==> config.mk <==
export PLATFORM = sky130hd
export DESIGN_NAME = sfp_status_protect
export DESIGN_NICKNAME = d
export VERILOG_FILES = /design/src/hw/sfp_pkg.sv /design/src/hw/sfp_sync.sv /design/src/hw/sfp_region.sv /design/src/hw/sfp_status_protect.sv
export SDC_FILE = /design/constraint.sdc
export NUM_CORES = 1
export LEC_CHECK = 0
export BUFFER_PORTS_ARGS = -buffer_cell sky130_fd_sc_hd__buf_2
export CAP_MARGIN = 20
export CORE_MARGIN = 2
export CORE_UTILIZATION = 50
export DETAILED_ROUTE_END_ITERATION = 7
export GPL_ROUTABILITY_DRIVEN = 1
export PLACE_DENSITY = 0.79
export SLEW_MARGIN = 15
export SYNTH_ARGS = -nofsm -noshare
export SYNTH_HDL_FRONTEND = slang
export SYNTH_SLANG_ARGS = --single-unit
==> constraint.sdc <==
create_clock -name sys_clk -period 2.99 [get_ports sys_clk]
set_clock_uncertainty 0.1 [all_clocks]
set_input_delay 0.598 -clock sys_clk [delete_from_list [all_inputs] [get_ports sys_clk]]
set_output_delay 0.598 -clock sys_clk [all_outputs]
set_load 0.02 [all_outputs]
==> src/hw/sfp_pkg.sv <==
package sfp_pkg;
    // Command codes
    localparam logic [7:0] CMD_WRITE_UNLOCK = 8'h06;
    localparam logic [7:0] CMD_WRITE_LOCK   = 8'h04;
    localparam logic [7:0] CMD_STATUS_READ  = 8'h05;
    localparam logic [7:0] CMD_STATUS_WRITE = 8'h01;
    localparam logic [7:0] CMD_PAGE_PROGRAM = 8'h02;
    localparam logic [7:0] CMD_SECTOR_WIPE  = 8'h20;
    localparam logic [7:0] CMD_BLOCK_WIPE   = 8'hd8;
    localparam logic [7:0] CMD_CHIP_WIPE    = 8'hc7;
    localparam logic [7:0] CMD_SLEEP_ENTER  = 8'hb9;
    localparam logic [7:0] CMD_SLEEP_EXIT   = 8'hab;

    // Status bit positions
    localparam int BIT_BUSY = 0;
    localparam int BIT_WEL  = 1;
    localparam int BIT_BPLO = 2;
    localparam int BIT_BPHI = 4;
    localparam int BIT_TB   = 5;
    localparam int BIT_RSV6 = 6;
    localparam int BIT_LOCK = 7;
    localparam logic [7:0] STATUS_WRITE_MASK = 8'hbc;
    localparam logic [7:0] STATUS_RESET      = 8'h00;
    localparam logic [2:0] BP_NONE = 3'h0;
    localparam logic [2:0] BP_ALL  = 3'h7;

    // Geometry
    localparam int ADDR_W      = 22;
    localparam int BLOCK_IDX_W = 6;
    localparam int PAGE_BYTES  = 256;

    // Internal cycle times (microseconds at CLK_MHZ; program and erase shortened in simulation)
    localparam int CLK_MHZ     = 10;
    localparam int T_WRITE_US  = 10;
    localparam int T_PROG_US   = 1500;

    typedef enum logic [2:0] {
        SFP_OP_NONE,
        SFP_OP_STATUS,
        SFP_OP_PROGRAM,
        SFP_OP_SECTOR,
        SFP_OP_BLOCK,
        SFP_OP_CHIP
    } sfp_op_t;
endpackage

==> src/hw/sfp_sync.sv <==
module sfp_sync
    import sfp_pkg::*;
#(
    parameter int WIDTH = 4
)(
    input  wire logic             sys_clk,
    input  wire logic             nrst,
    input  wire logic [WIDTH-1:0] asyncIn,
    output logic      [WIDTH-1:0] syncOut
);
    typedef struct packed {
        logic [WIDTH-1:0] stage1;
        logic [WIDTH-1:0] stage2;
    } sfp_sync_t;

    sfp_sync_t st;
    sfp_sync_t next_st;

    always_comb
    begin
        next_st.stage1 = asyncIn;
        next_st.stage2 = st.stage1;
    end

    always_ff @(posedge sys_clk or negedge nrst)
    begin
        if (!nrst)
            st <= '0;
        else
            st <= next_st;
    end

    assign syncOut = st.stage2;
endmodule

==> src/hw/sfp_region.sv <==
module sfp_region
    import sfp_pkg::*;
(
    input  wire logic [2:0]             blockProtect,
    input  wire logic                   topBottomSelect,
    input  wire logic [BLOCK_IDX_W-1:0] blockIdx,
    input  wire logic                   wholeChip,
    output logic                        isProtected
);
    logic [BLOCK_IDX_W:0] count;
    logic [BLOCK_IDX_W:0] idx;

    // code to block count
    // Blocks protected: 0, 1..32 by powers of two, or all 64
    always_comb
    begin
        idx = {1'b0, blockIdx};
        count = '0;
        if (blockProtect == BP_ALL)
            count = (BLOCK_IDX_W+1)'(1 << BLOCK_IDX_W);
        else if (blockProtect != BP_NONE)
            count = (BLOCK_IDX_W+1)'(1 << (blockProtect - 3'h1));
        if (count == '0)
            isProtected = 1'b0;
        else if (wholeChip)
            isProtected = 1'b1;
        else if (topBottomSelect)
            isProtected = idx < count;
        else
            isProtected = idx >= ((BLOCK_IDX_W+1)'(1 << BLOCK_IDX_W) - count);
    end
endmodule

==> src/hw/sfp_status_protect.sv <==
// Behaviour
// - Busy flag set during internal cycles
// - Busy clears when cycle finishes
// - Write unlock sets enable latch
// - Latch clears at reset and after writes
// - Three block protect bits, default zero
// - Lock plus low pin blocks protect writes
// - Top/bottom bit picks protected end
// - Reserved bit six reads zero
// - Status lock bit gates by protect pin
// - Writes need whole multiple-of-eight clocks
// - Modifying commands need latch set
// - Protect codes decode to block counts
// - Protected addresses ignore program and erase
// - Page program stays in one page; code only pulses programStart with targetAddr
// - Erase sets bytes to all ones; code only pulses eraseStart with targetAddr
// - Active until cycle ends, then standby
// - Sleep ignores all but exit
// - Only exit command leaves sleep
// - Unlock 06h, lock 04h single byte
// - Status write changes bits 7,5,4,3,2
// - Status read repeats until deselect
module sfp_status_protect
    import sfp_pkg::*;
#(
    parameter int WRITE_CYCLES = T_WRITE_US * CLK_MHZ,
    parameter int PROG_CYCLES  = T_PROG_US * CLK_MHZ,
    parameter int ERASE_CYCLES = 20000
)(
    input  wire logic              sys_clk,
    input  wire logic              nrst,
    input  wire logic              spiClk,
    input  wire logic              chipSelectN,
    input  wire logic              dataIn,
    input  wire logic              writeProtectN,
    output logic                   dataOut,
    output logic                   dataOutEn,
    output logic [7:0]             statusAndProtect,
    output logic                   eraseStart,
    output logic                   programStart,
    output logic [ADDR_W-1:0]      targetAddr,
    output logic                   eraseChip,
    output logic                   standby,
    output logic                   sleepActive
);
    typedef enum logic [1:0] {
        SFP_IDLE,
        SFP_CMD,
        SFP_TAIL
    } sfp_state_t;

    typedef struct packed {
        sfp_state_t        state;
        logic [7:0]        shiftIn;
        logic [2:0]        bitCnt;
        logic [5:0]        byteCnt;
        logic [7:0]        opcode;
        logic [23:0]       addr;
        logic [7:0]        statusData;
        logic [7:0]        outShift;
        logic              out;
        logic              outEn;
        logic              prevClk;
        logic              writeEnableLatch;
        logic [2:0]        blockProtect;
        logic              topBottomSelect;
        logic              statusLockBit;
        logic              cycleActiveFlag;
        sfp_op_t           op;
        logic [31:0]       timer;
        logic [7:0]        pendStatus;
        logic              sleep;
        logic              eraseStart;
        logic              programStart;
        logic [ADDR_W-1:0] target;
        logic              chip;
    } sfp_state_s_t;

    sfp_state_s_t st;
    sfp_state_s_t next_st;

    logic [3:0] pins;
    logic       sClk;
    logic       sCsN;
    logic       sDin;
    logic       sWpN;
    logic       isProt;
    logic [7:0] statusView;

    sfp_sync #(
        .WIDTH(4)
    ) u_sync (
        .sys_clk(sys_clk),
        .nrst(nrst),
        .asyncIn({spiClk, chipSelectN, dataIn, writeProtectN}),
        .syncOut(pins)
    );

    assign sClk = pins[3];
    assign sCsN = pins[2];
    assign sDin = pins[1];
    assign sWpN = pins[0];

    function automatic logic needs_latch(input logic [7:0] code);
        return code == CMD_STATUS_WRITE || code == CMD_PAGE_PROGRAM ||
               code == CMD_SECTOR_WIPE || code == CMD_BLOCK_WIPE ||
               code == CMD_CHIP_WIPE;
    endfunction

    sfp_region u_region (
        .blockProtect(st.blockProtect),
        .topBottomSelect(st.topBottomSelect),
        .blockIdx(st.addr[ADDR_W-1 -: BLOCK_IDX_W]),
        .wholeChip(st.opcode == CMD_CHIP_WIPE),
        .isProtected(isProt)
    );

    // Live status byte
    always_comb
    begin
        statusView = STATUS_RESET;
        statusView[BIT_BUSY] = st.cycleActiveFlag;
        statusView[BIT_WEL] = st.writeEnableLatch;
        statusView[BIT_BPHI:BIT_BPLO] = st.blockProtect;
        statusView[BIT_TB] = st.topBottomSelect;
        statusView[BIT_RSV6] = 1'b0;
        statusView[BIT_LOCK] = st.statusLockBit;
    end

    always_comb
    begin
        logic       rise;
        logic       fall;
        logic [7:0] byteNow;
        logic       whole;
        logic       cmdOk;
        rise = sClk && !st.prevClk;
        fall = !sClk && st.prevClk;
        byteNow = {st.shiftIn[6:0], sDin};
        whole = (st.bitCnt == 3'h0);
        cmdOk = 1'b0;
        next_st = st;
        next_st.prevClk = sClk;
        next_st.eraseStart = 1'b0;
        next_st.programStart = 1'b0;

        if (st.cycleActiveFlag)
        begin
            if (st.timer == 32'h0)
            begin
                next_st.cycleActiveFlag = 1'b0;
                if (st.op == SFP_OP_STATUS)
                begin
                    next_st.statusLockBit = st.pendStatus[BIT_LOCK];
                    next_st.topBottomSelect = st.pendStatus[BIT_TB];
                    next_st.blockProtect = st.pendStatus[BIT_BPHI:BIT_BPLO];
                end
                next_st.op = SFP_OP_NONE;
            end
            else
                next_st.timer = st.timer - 32'h1;
        end

        case (st.state)
            SFP_IDLE:
            begin
                next_st.outEn = 1'b0;
                if (!sCsN)
                begin
                    next_st.state = SFP_CMD;
                    next_st.bitCnt = '0;
                    next_st.byteCnt = '0;
                end
            end
            SFP_CMD, SFP_TAIL:
            begin
                if (sCsN)
                begin
                    next_st.state = SFP_IDLE;
                    next_st.outEn = 1'b0;
                    cmdOk = whole && st.byteCnt != '0 &&
                            !st.cycleActiveFlag && !st.sleep;
                    if (needs_latch(st.opcode) && !st.writeEnableLatch)
                        cmdOk = 1'b0;
                    if (cmdOk)
                    begin
                        case (st.opcode)
                            CMD_WRITE_UNLOCK:
                                next_st.writeEnableLatch = 1'b1;
                            CMD_WRITE_LOCK:
                                next_st.writeEnableLatch = 1'b0;
                            CMD_SLEEP_ENTER:
                                next_st.sleep = 1'b1;
                            CMD_STATUS_WRITE:
                            begin
                                // pin gated only when lock set
                                if (st.byteCnt >= 6'h2 &&
                                    !(st.statusLockBit && !sWpN))
                                begin
                                    next_st.pendStatus =
                                        st.statusData & STATUS_WRITE_MASK;
                                    next_st.op = SFP_OP_STATUS;
                                    next_st.cycleActiveFlag = 1'b1;
                                    next_st.timer = 32'(WRITE_CYCLES);
                                    next_st.writeEnableLatch = 1'b0;
                                end
                            end
                            CMD_PAGE_PROGRAM, CMD_SECTOR_WIPE,
                            CMD_BLOCK_WIPE, CMD_CHIP_WIPE:
                            begin
                                if ((st.opcode == CMD_CHIP_WIPE ||
                                     st.byteCnt >= 6'h4) && !isProt)
                                begin
                                    next_st.cycleActiveFlag = 1'b1;
                                    next_st.writeEnableLatch = 1'b0;
                                    next_st.target = st.addr[ADDR_W-1:0];
                                    next_st.chip =
                                        st.opcode == CMD_CHIP_WIPE;
                                    if (st.opcode == CMD_PAGE_PROGRAM)
                                    begin
                                        next_st.op = SFP_OP_PROGRAM;
                                        next_st.programStart = 1'b1;
                                        next_st.timer = 32'(PROG_CYCLES);
                                    end
                                    else
                                    begin
                                        next_st.op = SFP_OP_SECTOR;
                                        next_st.eraseStart = 1'b1;
                                        next_st.timer = 32'(ERASE_CYCLES);
                                    end
                                end
                            end
                            default:
                            begin
                            end
                        endcase
                    end
                    if (st.sleep && st.opcode == CMD_SLEEP_EXIT &&
                        st.byteCnt != '0)
                        next_st.sleep = 1'b0;
                end
                else if (rise)
                begin
                    next_st.shiftIn = byteNow;
                    next_st.bitCnt = st.bitCnt + 3'h1;
                    if (st.bitCnt == 3'h7)
                    begin
                        if (st.byteCnt != 6'h3f)
                            next_st.byteCnt = st.byteCnt + 6'h1;
                        if (st.byteCnt == '0)
                        begin
                            next_st.opcode = byteNow;
                            next_st.state = SFP_TAIL;
                            next_st.outShift = statusView;
                        end
                        else if (st.byteCnt <= 6'h3)
                            next_st.addr = {st.addr[15:0], byteNow};
                        if (st.byteCnt == 6'h1)
                            next_st.statusData = byteNow;
                    end
                end
                else if (fall && st.state == SFP_TAIL &&
                         st.opcode == CMD_STATUS_READ && !st.sleep)
                begin
                    next_st.outEn = 1'b1;
                    if (st.bitCnt == 3'h0)
                    begin
                        // Fresh byte: MSB now, rest queued
                        next_st.out = statusView[7];
                        next_st.outShift = {statusView[6:0], 1'b0};
                    end
                    else
                    begin
                        next_st.out = st.outShift[7];
                        next_st.outShift = {st.outShift[6:0], 1'b0};
                    end
                end
            end
            default:
                next_st.state = SFP_IDLE;
        endcase
    end

    always_ff @(posedge sys_clk or negedge nrst)
    begin
        if (!nrst)
        begin
            st <= '0;
            st.state <= SFP_IDLE;
            st.op <= SFP_OP_NONE;
            st.prevClk <= 1'b0;
        end
        else
            st <= next_st;
    end

    assign dataOut = st.out;
    assign dataOutEn = st.outEn;
    assign statusAndProtect = statusView;
    assign eraseStart = st.eraseStart;
    assign programStart = st.programStart;
    assign targetAddr = st.target;
    assign eraseChip = st.chip;
    assign standby = sCsN && !st.cycleActiveFlag;
    assign sleepActive = st.sleep;
endmodule

# [After elaboration in Yosys (flattened, before gate mapping)]
# Index checks and enable logic that the tools add are counted.
[word_totals] regBits=151 inputBits=6 out_inout_bits=37 wordCells=178
[classes] add_sub_neg=5 order_cmp=5 n_eq_ne=31 n_shift=1 muxes=50 bitwise_logic=3 reduce_logical=57
[op_table] op="2-to-1 mux 70 bit" count=3
[op_table] op="2-to-1 mux 36 bit" count=2
[op_table] op="case mux 36 bit (2 select lines)" count=1
[op_table] op="2-to-1 mux 59 bit" count=1
[op_table] op="2-to-1 mux 58 bit" count=1
[op_table] op="2-to-1 mux 54 bit" count=1
[op_table] op="2-to-1 mux 25 bit" count=2
[op_table] op="2-to-1 mux 24 bit" count=2
[op_table] op="2-to-1 mux 44 bit" count=1
[op_table] op="2-to-1 mux 8 bit" count=5
[op_table] op="2-to-1 mux 33 bit" count=1
[op_table] op="== test 8 bit, second input constant" count=4
[op_table] op="zero test 32 bit" count=1
[op_table] op="2-to-1 mux 32 bit" count=1
[op_table] op="subtractor 32 x 1 -> 32 bit, second input constant" count=1
[op_table] op="AND reduction 5 bit" count=5
[op_table] op="== test 8 x 3 -> 1 bit, second input constant" count=3
[op_table] op="2-to-1 mux 9 bit" count=2
[op_table] op="case mux 9 bit (2 select lines)" count=1
[op_table] op="AND reduction 6 bit" count=3
[op_table] op="AND reduction 4 bit" count=4
[op_table] op="logical AND 1 bit" count=15
[op_table] op="!= test 3 x 2 -> 1 bit, second input constant" count=5
[op_table] op="2-to-1 mux 7 bit" count=2
[op_table] op="43 further kinds" count=85

# [Longest topological paths before layout]
# Gate-level depths: netlist (run 1).
[logic_depth] ltp_word=17 depth_mapped=14 depth_no_buf=12

# [Modules after synthesis]
# A second synthesis (run 1) with hierarchy kept.
[unflattened] hier_cells=639 hier_area_um2=7272.0
[by_module_without_submodules] module="sfp_status_protect" instances=1 cells_each=577 area_per_inst_um2=6681.4
[by_module_without_submodules] module="sfp_region" instances=1 cells_each=54 area_per_inst_um2=390.4
[by_module_without_submodules] module="sfp_sync" instances=1 cells_each=8 area_per_inst_um2=200.2

# [Worst setup path before layout (run 1)]
# No wires, ideal clock.
[synth_timing] kind="register to register" from="register st, in the netlist statusAndProtect[3]" to="register st, in the netlist targetAddr[10]" arrival_time_ns=2.838 t_required_ns=2.765 path_slack_ns=-0.073 path_stages_with_launch=15 path_cell_list="dfrtp_1 -> clkbuf_1 -> nor3b_1 -> inv_1 -> ha_1 -> o211ai_1 -> o21ai_0 -> ha_1 -> o211ai_1 -> nand2_1 -> nand4_1 -> a31o_2 -> nand3_2 -> buf_2 -> mux2_2"
[synth_between] elab_chain_len=12 elab_cells_between_ends=16
[synth_lines] item="start, declared" line_no="sfp_status_protect.sv:79" rtl="sfp_state_s_t st;"
[synth_lines] item="start signal, assigned" line_no="sfp_status_protect.sv:294" rtl="st <= next_st;"
[synth_lines] item="subtractor 3 x 1 -> 3 bit" line_no="sfp_region.sv:22" rtl="count = (BLOCK_IDX_W+1)'(1 << (blockProtect - 3'h1));"
[synth_lines] item="<< shifter 1 x 3 -> 7 bit" line_no="sfp_region.sv:22"
[synth_lines] item="2-to-1 mux 7 bit" line_no="sfp_region.sv:21" rtl="else if (blockProtect != BP_NONE)"
[synth_lines] item="2-to-1 mux 7 bit *" line_no="sfp_region.sv:19" rtl="if (blockProtect == BP_ALL)"
[synth_lines] item="subtractor 7 bit" line_no="sfp_region.sv:30" rtl="isProtected = idx >= ((BLOCK_IDX_W+1)'(1 << BLOCK_IDX_W) - count);"
[synth_lines] item=">= comparator 6 x 7 -> 1 bit" line_no="sfp_region.sv:30"
[synth_lines] item="2-to-1 mux 1 bit" line_no="sfp_region.sv:27" rtl="else if (topBottomSelect)"
[synth_lines] item="2-to-1 mux 1 bit" line_no="sfp_region.sv:25" rtl="else if (wholeChip)"
[synth_lines] item="2-to-1 mux 1 bit *" line_no="sfp_region.sv:23" rtl="if (count == '0)"
[synth_lines] item="zero test 1 bit *" line_no="sfp_status_protect.sv:212" rtl="st.byteCnt >= 6'h4) && !isProt)"
[synth_lines] item="logical AND 1 bit *" line_no="sfp_status_protect.sv:212"
[synth_lines] item="AND reduction 5 bit (no line) *"
# Mark *: on every way between the ends. The rest lies on a longest branch, timed or not.
# A chain may end at the register's enable or synchronous reset.

# [Worst setup path in the final report (run 1)]
[layout_timing] from="register st, in the netlist statusAndProtect[4]" to="register st, in the netlist targetAddr[0]"
# The elaborated chain is that of the path after synthesis.

==> flow_summary.json, run 1 <==
{
  "clock_sinks": 145,
  "worstPathArrival_ns": 3.25,
  "wl_per_cell_um": 18.0,
  "total_power_mw": 4.68,
  "place_congestion": 0.868,
  "synth_area_um2": 7270,
  "clk_latency_ns": 0.42,
  "crit_top_cell": "buf_4",
  "fp.dieW_um": 125,
  "avgSynthCellArea_um2": 10.9,
  "dp_slack_ns": -0.0834,
  "core_area_um2": 14400,
  "final_max_slew_viol_count": 0,
  "critPathSlowestCell": "a211oi_1",
  "drv_cap": 0,
  "drtIter0Drc": 414,
  "drt-total-wl_um": 16100,
  "status": "complete, but fails checks",
  "max_stage_delay_ns": 0.51,
  "grt_max_degree": 69,
  "synth_top_family_by_area": "simple AND/OR/NAND/NOR gates",
  "cts_max_level": 4,
  "tightest_slew_ns": 0.640,
  "cts_buffers": 17,
  "fin_crit_ns": 3.04,
  "startpoint_type": "flip-flop",
  "io_pins": 43,
  "hold_violations": 0,
  "yosysSeqAreaShare_pct": 49.9,
  "io_buffers": 41,
  "root_buffer": "clkbuf_16",
  "n_antenna_cell": 0,
  "rows": 44,
  "rsz0062_at_grt": "yes",
  "hp-class": "input port to asynchronous set/reset pin",
  "crit_path_cell_trace": "buf_4 -> buf_4 -> and3_1 -> a21o_1 -> ha_1 -> a211oi_1 -> a31o_4 -> nand3_4 -> clkbuf_16 -> mux2_4",
  "setup_slack_ns": -0.0529,
  "whs_ns": 0.0765,
  "synth_edf_count": 0,
  "violations": "negative setup slack",
  "synth_compound_area_share_pct": 8.19,
  "required_ns": 3.19,
  "maxSlewHeadroom_pct": 57.4,
  "cts.path.max_buffers": 2,
  "synth_xor_area_share_pct": 3.61,
  "vdd_ir_drop_max_uv": 406,
  "dp_hpwl_um": 10700,
  "async_flop_share_pct": 100,
  "r2r_slack_ns": -0.05,
  "synthMuxAreaShare_pct": 12.1,
  "finalCritPeriodShare_pct": 102,
  "p_per_area_nw_per_um2": 558,
  "path_buf_inv": 3,
  "synth_simple_gate_area_share_pct": 16.4,
  "grtUsageTotal_pct": 20.8,
  "path_max_fanout": 6,
  "synth_cell_types": 68,
  "antenna_found_initial": 0,
  "synth_flop_cell": "dfrtp_1",
  "synth_seq_cells": 145,
  "drtAntennaViolNets": 0,
  "start_util_pct": 50.6,
  "setup_viol": 24,
  "final_cells": 897,
  "gr-total-overflow": 0,
  "fin_nets": 730,
  "ys_warn_count": 0,
  "fp.dieArea_um2": 15500,
  "clock.fmax_mhz": 329,
  "grt_pass1_wl_um": 25900,
  "cpLargestDelayFamily": "compound AO/OA/AOI/OAI gates",
  "worstSetupEndpointType": "flip-flop",
  "layout-drive-gt1-share_pct": 28.1,
  "clk_pin_slew_ns": 0.07,
  "syn_inst": 665,
  "leakagePower_nw": 4.09,
  "num_vias": 5285,
  "grt_pass1_vias": 5280,
  "vias_per_cell": 5.89,
  "area_growth_pct": 15.3,
  "die_h_um": 125,
  "synthesis.nets": 695,
  "critical_path_class": "flip-flop to flip-flop",
  "dp.cells": 858,
  "cts_tree": "yes",
  "yosys.area_share.adder_pct": 4.13,
  "drc": 0,
  "dr.pass1.iters": 5
}
-- path summary, 6_finish.rpt --
kind,start,end,depth (start not counted)
hold reg to reg,u_sync.next_st[3]$_DFF_PN0_,u_sync.syncOut[3]$_DFF_PN0_,0
setup / recovery,statusAndProtect[4]$_DFFE_PN0P_,targetAddr[0]$_DFFE_PN0P_,10
hold / removal,nrst,targetAddr[19]$_DFFE_PN0P_,1
setup reg to reg,statusAndProtect[4]$_DFFE_PN0P_,targetAddr[0]$_DFFE_PN0P_,10
max in group asynchronous,nrst,st[95]$_DFFE_PN0P_,2
min in group sys_clk,dataIn,u_sync.next_st[1]$_DFF_PN0_,1
-- cells in the mapped netlist (3+ instances only) --
cell type,n,area share [%]
a211oi_1,3,0.31
a21o_1,4,0.41
a21oi_1,26,1.8
a31oi_1,6,0.52
and2_1,4,0.34
and3_1,6,0.52
buf_2,6,0.41
buf_4,34,3.5
clkbuf_1,11,0.57
dfrtp_1,145,50
ha_1,24,4.1
inv_1,19,0.98
mux2_2,71,11
mux2i_1,7,0.96
nand2_1,61,3.1
nand2b_1,6,0.52
nand3_1,15,1.0
nand3b_1,3,0.31
nand4_1,5,0.43
nor2_1,58,3.0
nor2b_1,7,0.60
nor3_1,9,0.62
nor3b_1,5,0.52
nor4_1,14,1.2
nor4b_1,3,0.36
o211ai_1,5,0.52
o21ai_0,23,1.6
o31ai_1,3,0.31
or4_1,6,0.62
or4b_2,3,0.41
xnor2_1,21,2.5
xor2_1,9,1.1
-- sequential cells by signal, summed over array words and instances, names as in the netlist --
name	cells
dataOut	1
dataOutEn	1
eraseChip	1
eraseStart	1
programStart	1
sleepActive	1
st	102
statusAndProtect	7
targetAddr	22
u_sync.next_st	4
u_sync.syncOut	4
-- timing repair --
action                     CTS  global route
gates resized for setup      7            23
setup endpoints to repair   28            51
pin swaps                    2             5
hold buffers                 0             0
buffers inserted             3             2
gates cloned                 1             1
-- layout make-up --
cell class                      instances  area (um2)
Clock inverter                         14         170
Clock buffer                           18         429
Timing Repair Buffer                   69         488
Inverter                               19        71.3
Fill cell                            1096        5990
Tap cell                              184         230
Sequential cell                       145        3630
Multi-Input combinational cell        448        3360
-- power breakdown --
part           switching (mW)  internal [mW]  total (mW)
clock                   0.905           1.26        2.17
combinational           0.252          0.151       0.403
sequential             0.0796           2.03        2.11
-- per-layer routing --
metal / track usage (%) / up-vias / share of wire, %
met3: 4.94 / 33 / 4.6
met5: 0 / - / 0
met1: 26.1 / 2676 / 43
met2: 34.9 / 179 / 51
li1: - / 2397 / -
met4: 7.93 / 0 / 1.7
-- layout by cell type, fill, tap and decap left out, drive strengths merged, types with 16 or more instances in the layout --
cell type / instances
inv: 26
nor4: 16
nor2: 58
xnor2: 21
a21oi: 26
o21ai: 26
nand3: 16
dfrtp: 145
ha: 24
clkbuf: 19
buf: 68
mux2: 72
nand2: 61
-- cell families (layout without fill, tap and decap cells) --
| logic type | Yosys count | in the layout |
|---|---|---|
| flops | 145 | 145 |
| compound gates | 90 | 90 |
| xor+xnor | 30 | 30 |
| buf+inv | 72 | 120 |
| mux | 79 | 79 |
| other cells | 1 | 1 |
| fa+ha+maj | 24 | 24 |
| simple gates | 224 | 224 |
-- metrics by stage --
step | utilization (%) | TNS (ns) | cell area [um2]
4_1_cts | 57.5 | 0 | 8260
6_report | 58.3 | -0.694 | 8380
3_3_place_gp | 52.7 | 0 | 7570
5_1_grt | 58.3 | -1.43 | 8380
3_5_place_dp | 52.7 | -1.89 | 7570
2_1_floorplan | - | 0 | 7280
Note: power is estimated with default switching activity, not from simulation.
==> run 2, diff against run 1 <==
- CORE_ASPECT_RATIO: not set -> 0.6
- MAX_ROUTING_LAYER: not set -> met4
==> flow_summary.json, run 2 (synthesized netlist as in run 1, its figures left out) <==
{
  "status": "complete, but fails checks",
  "violations": "negative setup slack",
  "n_antenna_cell": 0,
  "worstSetupEndpointType": "flip-flop",
  "seqCellArea_um2": 3630,
  "p_sw_mw": 1.18,
  "r2r_cells": 13,
  "dr.pass1.iters": 5,
  "largest_reg_flops": 102,
  "setup_viol": 22,
  "antenna_found_initial": 0,
  "path_max_fanout": 8,
  "final_cells": 912,
  "worstReg2RegStart": "statusAndProtect[4]$_DFFE_PN0P_",
  "vdd_ir_drop_max_uv": 457,
  "cts_max_level": 4,
  "setup_slack_ns": -0.0747,
  "power_frac_seq_pct": 45.7,
  "r2r_slack_ns": -0.07,
  "rsz0062_at_grt": "yes",
  "p_per_area_nw_per_um2": 549,
  "core_area_um2": 14300,
  "dp_hpwl_um": 11300,
  "drtAntennaViolNets": 0,
  "num_vias": 5214,
  "io_pins": 43,
  "area_growth_pct": 15.5,
  "hold_violations": 0,
  "drtIter0Drc": 699,
  "cts_buffers": 17,
  "combPwrFrac_pct": 8.7,
  "grt_pass1_vias": 5078,
  "grt_pass1_wl_um": 26400,
  "critPathCapture": "targetAddr[5]$_DFFE_PN0P_",
  "finalCritPeriodShare_pct": 102,
  "tightest_slew_ns": 0.742,
  "clkPwrFrac_pct": 45.6,
  "fp.dieArea_um2": 15600,
  "drt-total-wl_um": 16500,
  "layout-drive-gt1-share_pct": 28.3,
  "root_buffer": "clkbuf_16",
  "crit_start": "statusAndProtect[4]$_DFFE_PN0P_",
  "fin_crit_ns": 3.06,
  "grtUsageTotal_pct": 22.2,
  "top_register": "st",
  "maxSlewHeadroom_pct": 49.8,
  "drv_cap": 0,
  "grt_max_degree": 71,
  "fp.dieW_um": 160,
  "r2r_end": "targetAddr[5]$_DFFE_PN0P_",
  "die_h_um": 97.4,
  "start_util_pct": 50.7,
  "cts.path.max_buffers": 2,
  "switching_share_pct": 25.5,
  "io_buffers": 41,
  "rows": 34,
  "wl_per_cell_um": 18.1,
  "worstPathArrival_ns": 3.27,
  "vias_per_cell": 5.72,
  "layout_commonest_cell": "dfrtp_1",
  "clk_latency_ns": 0.43,
  "startpoint_type": "flip-flop",
  "gr-total-overflow": 0,
  "critical_path_class": "flip-flop to flip-flop",
  "place_congestion": 0.899,
  "final_cell_mix": "dfrtp_1, nand2_1, nor2_1",
  "final.fill_count": 1102,
  "clock_sinks": 145,
  "multi_input_comb_area_um2": 3380,
  "required_ns": 3.19,
  "clk_pin_slew_ns": 0.06,
  "dp.cells": 872,
  "cts_tree": "yes",
  "p_int_mw": 3.43,
  "leakagePower_nw": 4.09,
  "hp-class": "input port to asynchronous set/reset pin",
  "drc": 0,
  "total_power_mw": 4.61,
  "fin_nets": 731,
  "clock.fmax_mhz": 326,
  "final_max_slew_viol_count": 0
}
-- run 2: changes by cell type in the layout (fill, tap and decap cells not counted), moves of 2 or more --
cell / change
clkinv_4: +2
clkinvlp_4: +2
inv_6: -3
inv_8: -4
o21ai_0: -5
o21ai_1: +4
-- run 2: worst min-delay path by stage --
stage,startpoint,to,slack (ns)
detailed placement,u_sync.next_st[1]$_DFF_PN0_,u_sync.syncOut[1]$_DFF_PN0_,0.24
global route,nrst,st[55]$_DFF_PN0_,0.13
global placement,u_sync.next_st[3]$_DFF_PN0_,u_sync.syncOut[3]$_DFF_PN0_,0.23
CTS,nrst,st[55]$_DFF_PN0_,0.10
finish,nrst,st[55]$_DFF_PN0_,0.07
floorplan,nrst,dataOut$_DFFE_PN0P_,0.20
-- run 2: routing by layer --
layer / global-route usage, % / part of all wire [%] / vias to the layer above
li1: - / - / 2401
met1: 31.5 / 47 / 2611
met2: 31.0 / 44 / 184
met3: 5.98 / 7.3 / 18
met4: 7.27 / 1.0 / 0
met5: - / 0 / -
-- run 2: repair_timing --
| action | CTS | global route |
|---|---|---|
| gates resized for setup | 4 | 33 |
| buffers inserted | 3 | 4 |
| hold buffers | 0 | 0 |
| hold endpoints to repair | 0 | 0 |
| pin swaps | 2 | 14 |
| gates cloned | 0 | 1 |
| setup endpoints to repair | 28 | 61 |
-- run 2: through the flow --
step                setup slack, ns  hold WS, ns  utilization, %  setup TNS (ns)  instance area (um2)
CTS                          0.0250        0.102            57.4               0                 8220
global route                 -0.222        0.130            58.6           -5.39                 8400
floorplan                    0.0253        0.202               -               0                 7280
global placement             0.0900        0.232            53.0               0                 7600
finish                      -0.0747       0.0692            58.6           -1.19                 8400
detailed placement          -0.0195        0.236            53.0          -0.166                 7600
-- run 2: cell type report --
class | instances | area share (%)
clock buffers | 20 | 5.32
multi-input cells | 448 | 40.2
clock inverters | 12 | 1.62
flip-flops and latches | 145 | 43.2
repair buffers | 70 | 5.81
inverters | 19 | 0.849
well taps | 198 | 2.95
-- run 2: power groups by stage --
stage / clock network, mW / registers [mW] / logic (mW)
global placement: 0 / 2.14 / 0.378
floorplan: 0 / 2.11 / 0.279
finish: 2.10 / 2.11 / 0.399
detailed placement: 0 / 2.15 / 0.391
CTS: 2.12 / 2.11 / 0.396
global route: 2.21 / 2.12 / 0.449
-- run 2: worst max-delay path, cell delays in order, from the launching register on --
cell       delay (ns)
dfrtp_1          0.42
nor3b_2          0.26
inv_2            0.09
ha_4             0.19
buf_4            0.14
xnor2_2          0.12
ha_1             0.27
o211ai_1         0.19
nand2_1          0.10
nand4_1          0.18
a31o_4           0.22
nand3_4          0.14
clkbuf_16        0.23
mux2_4           0.29
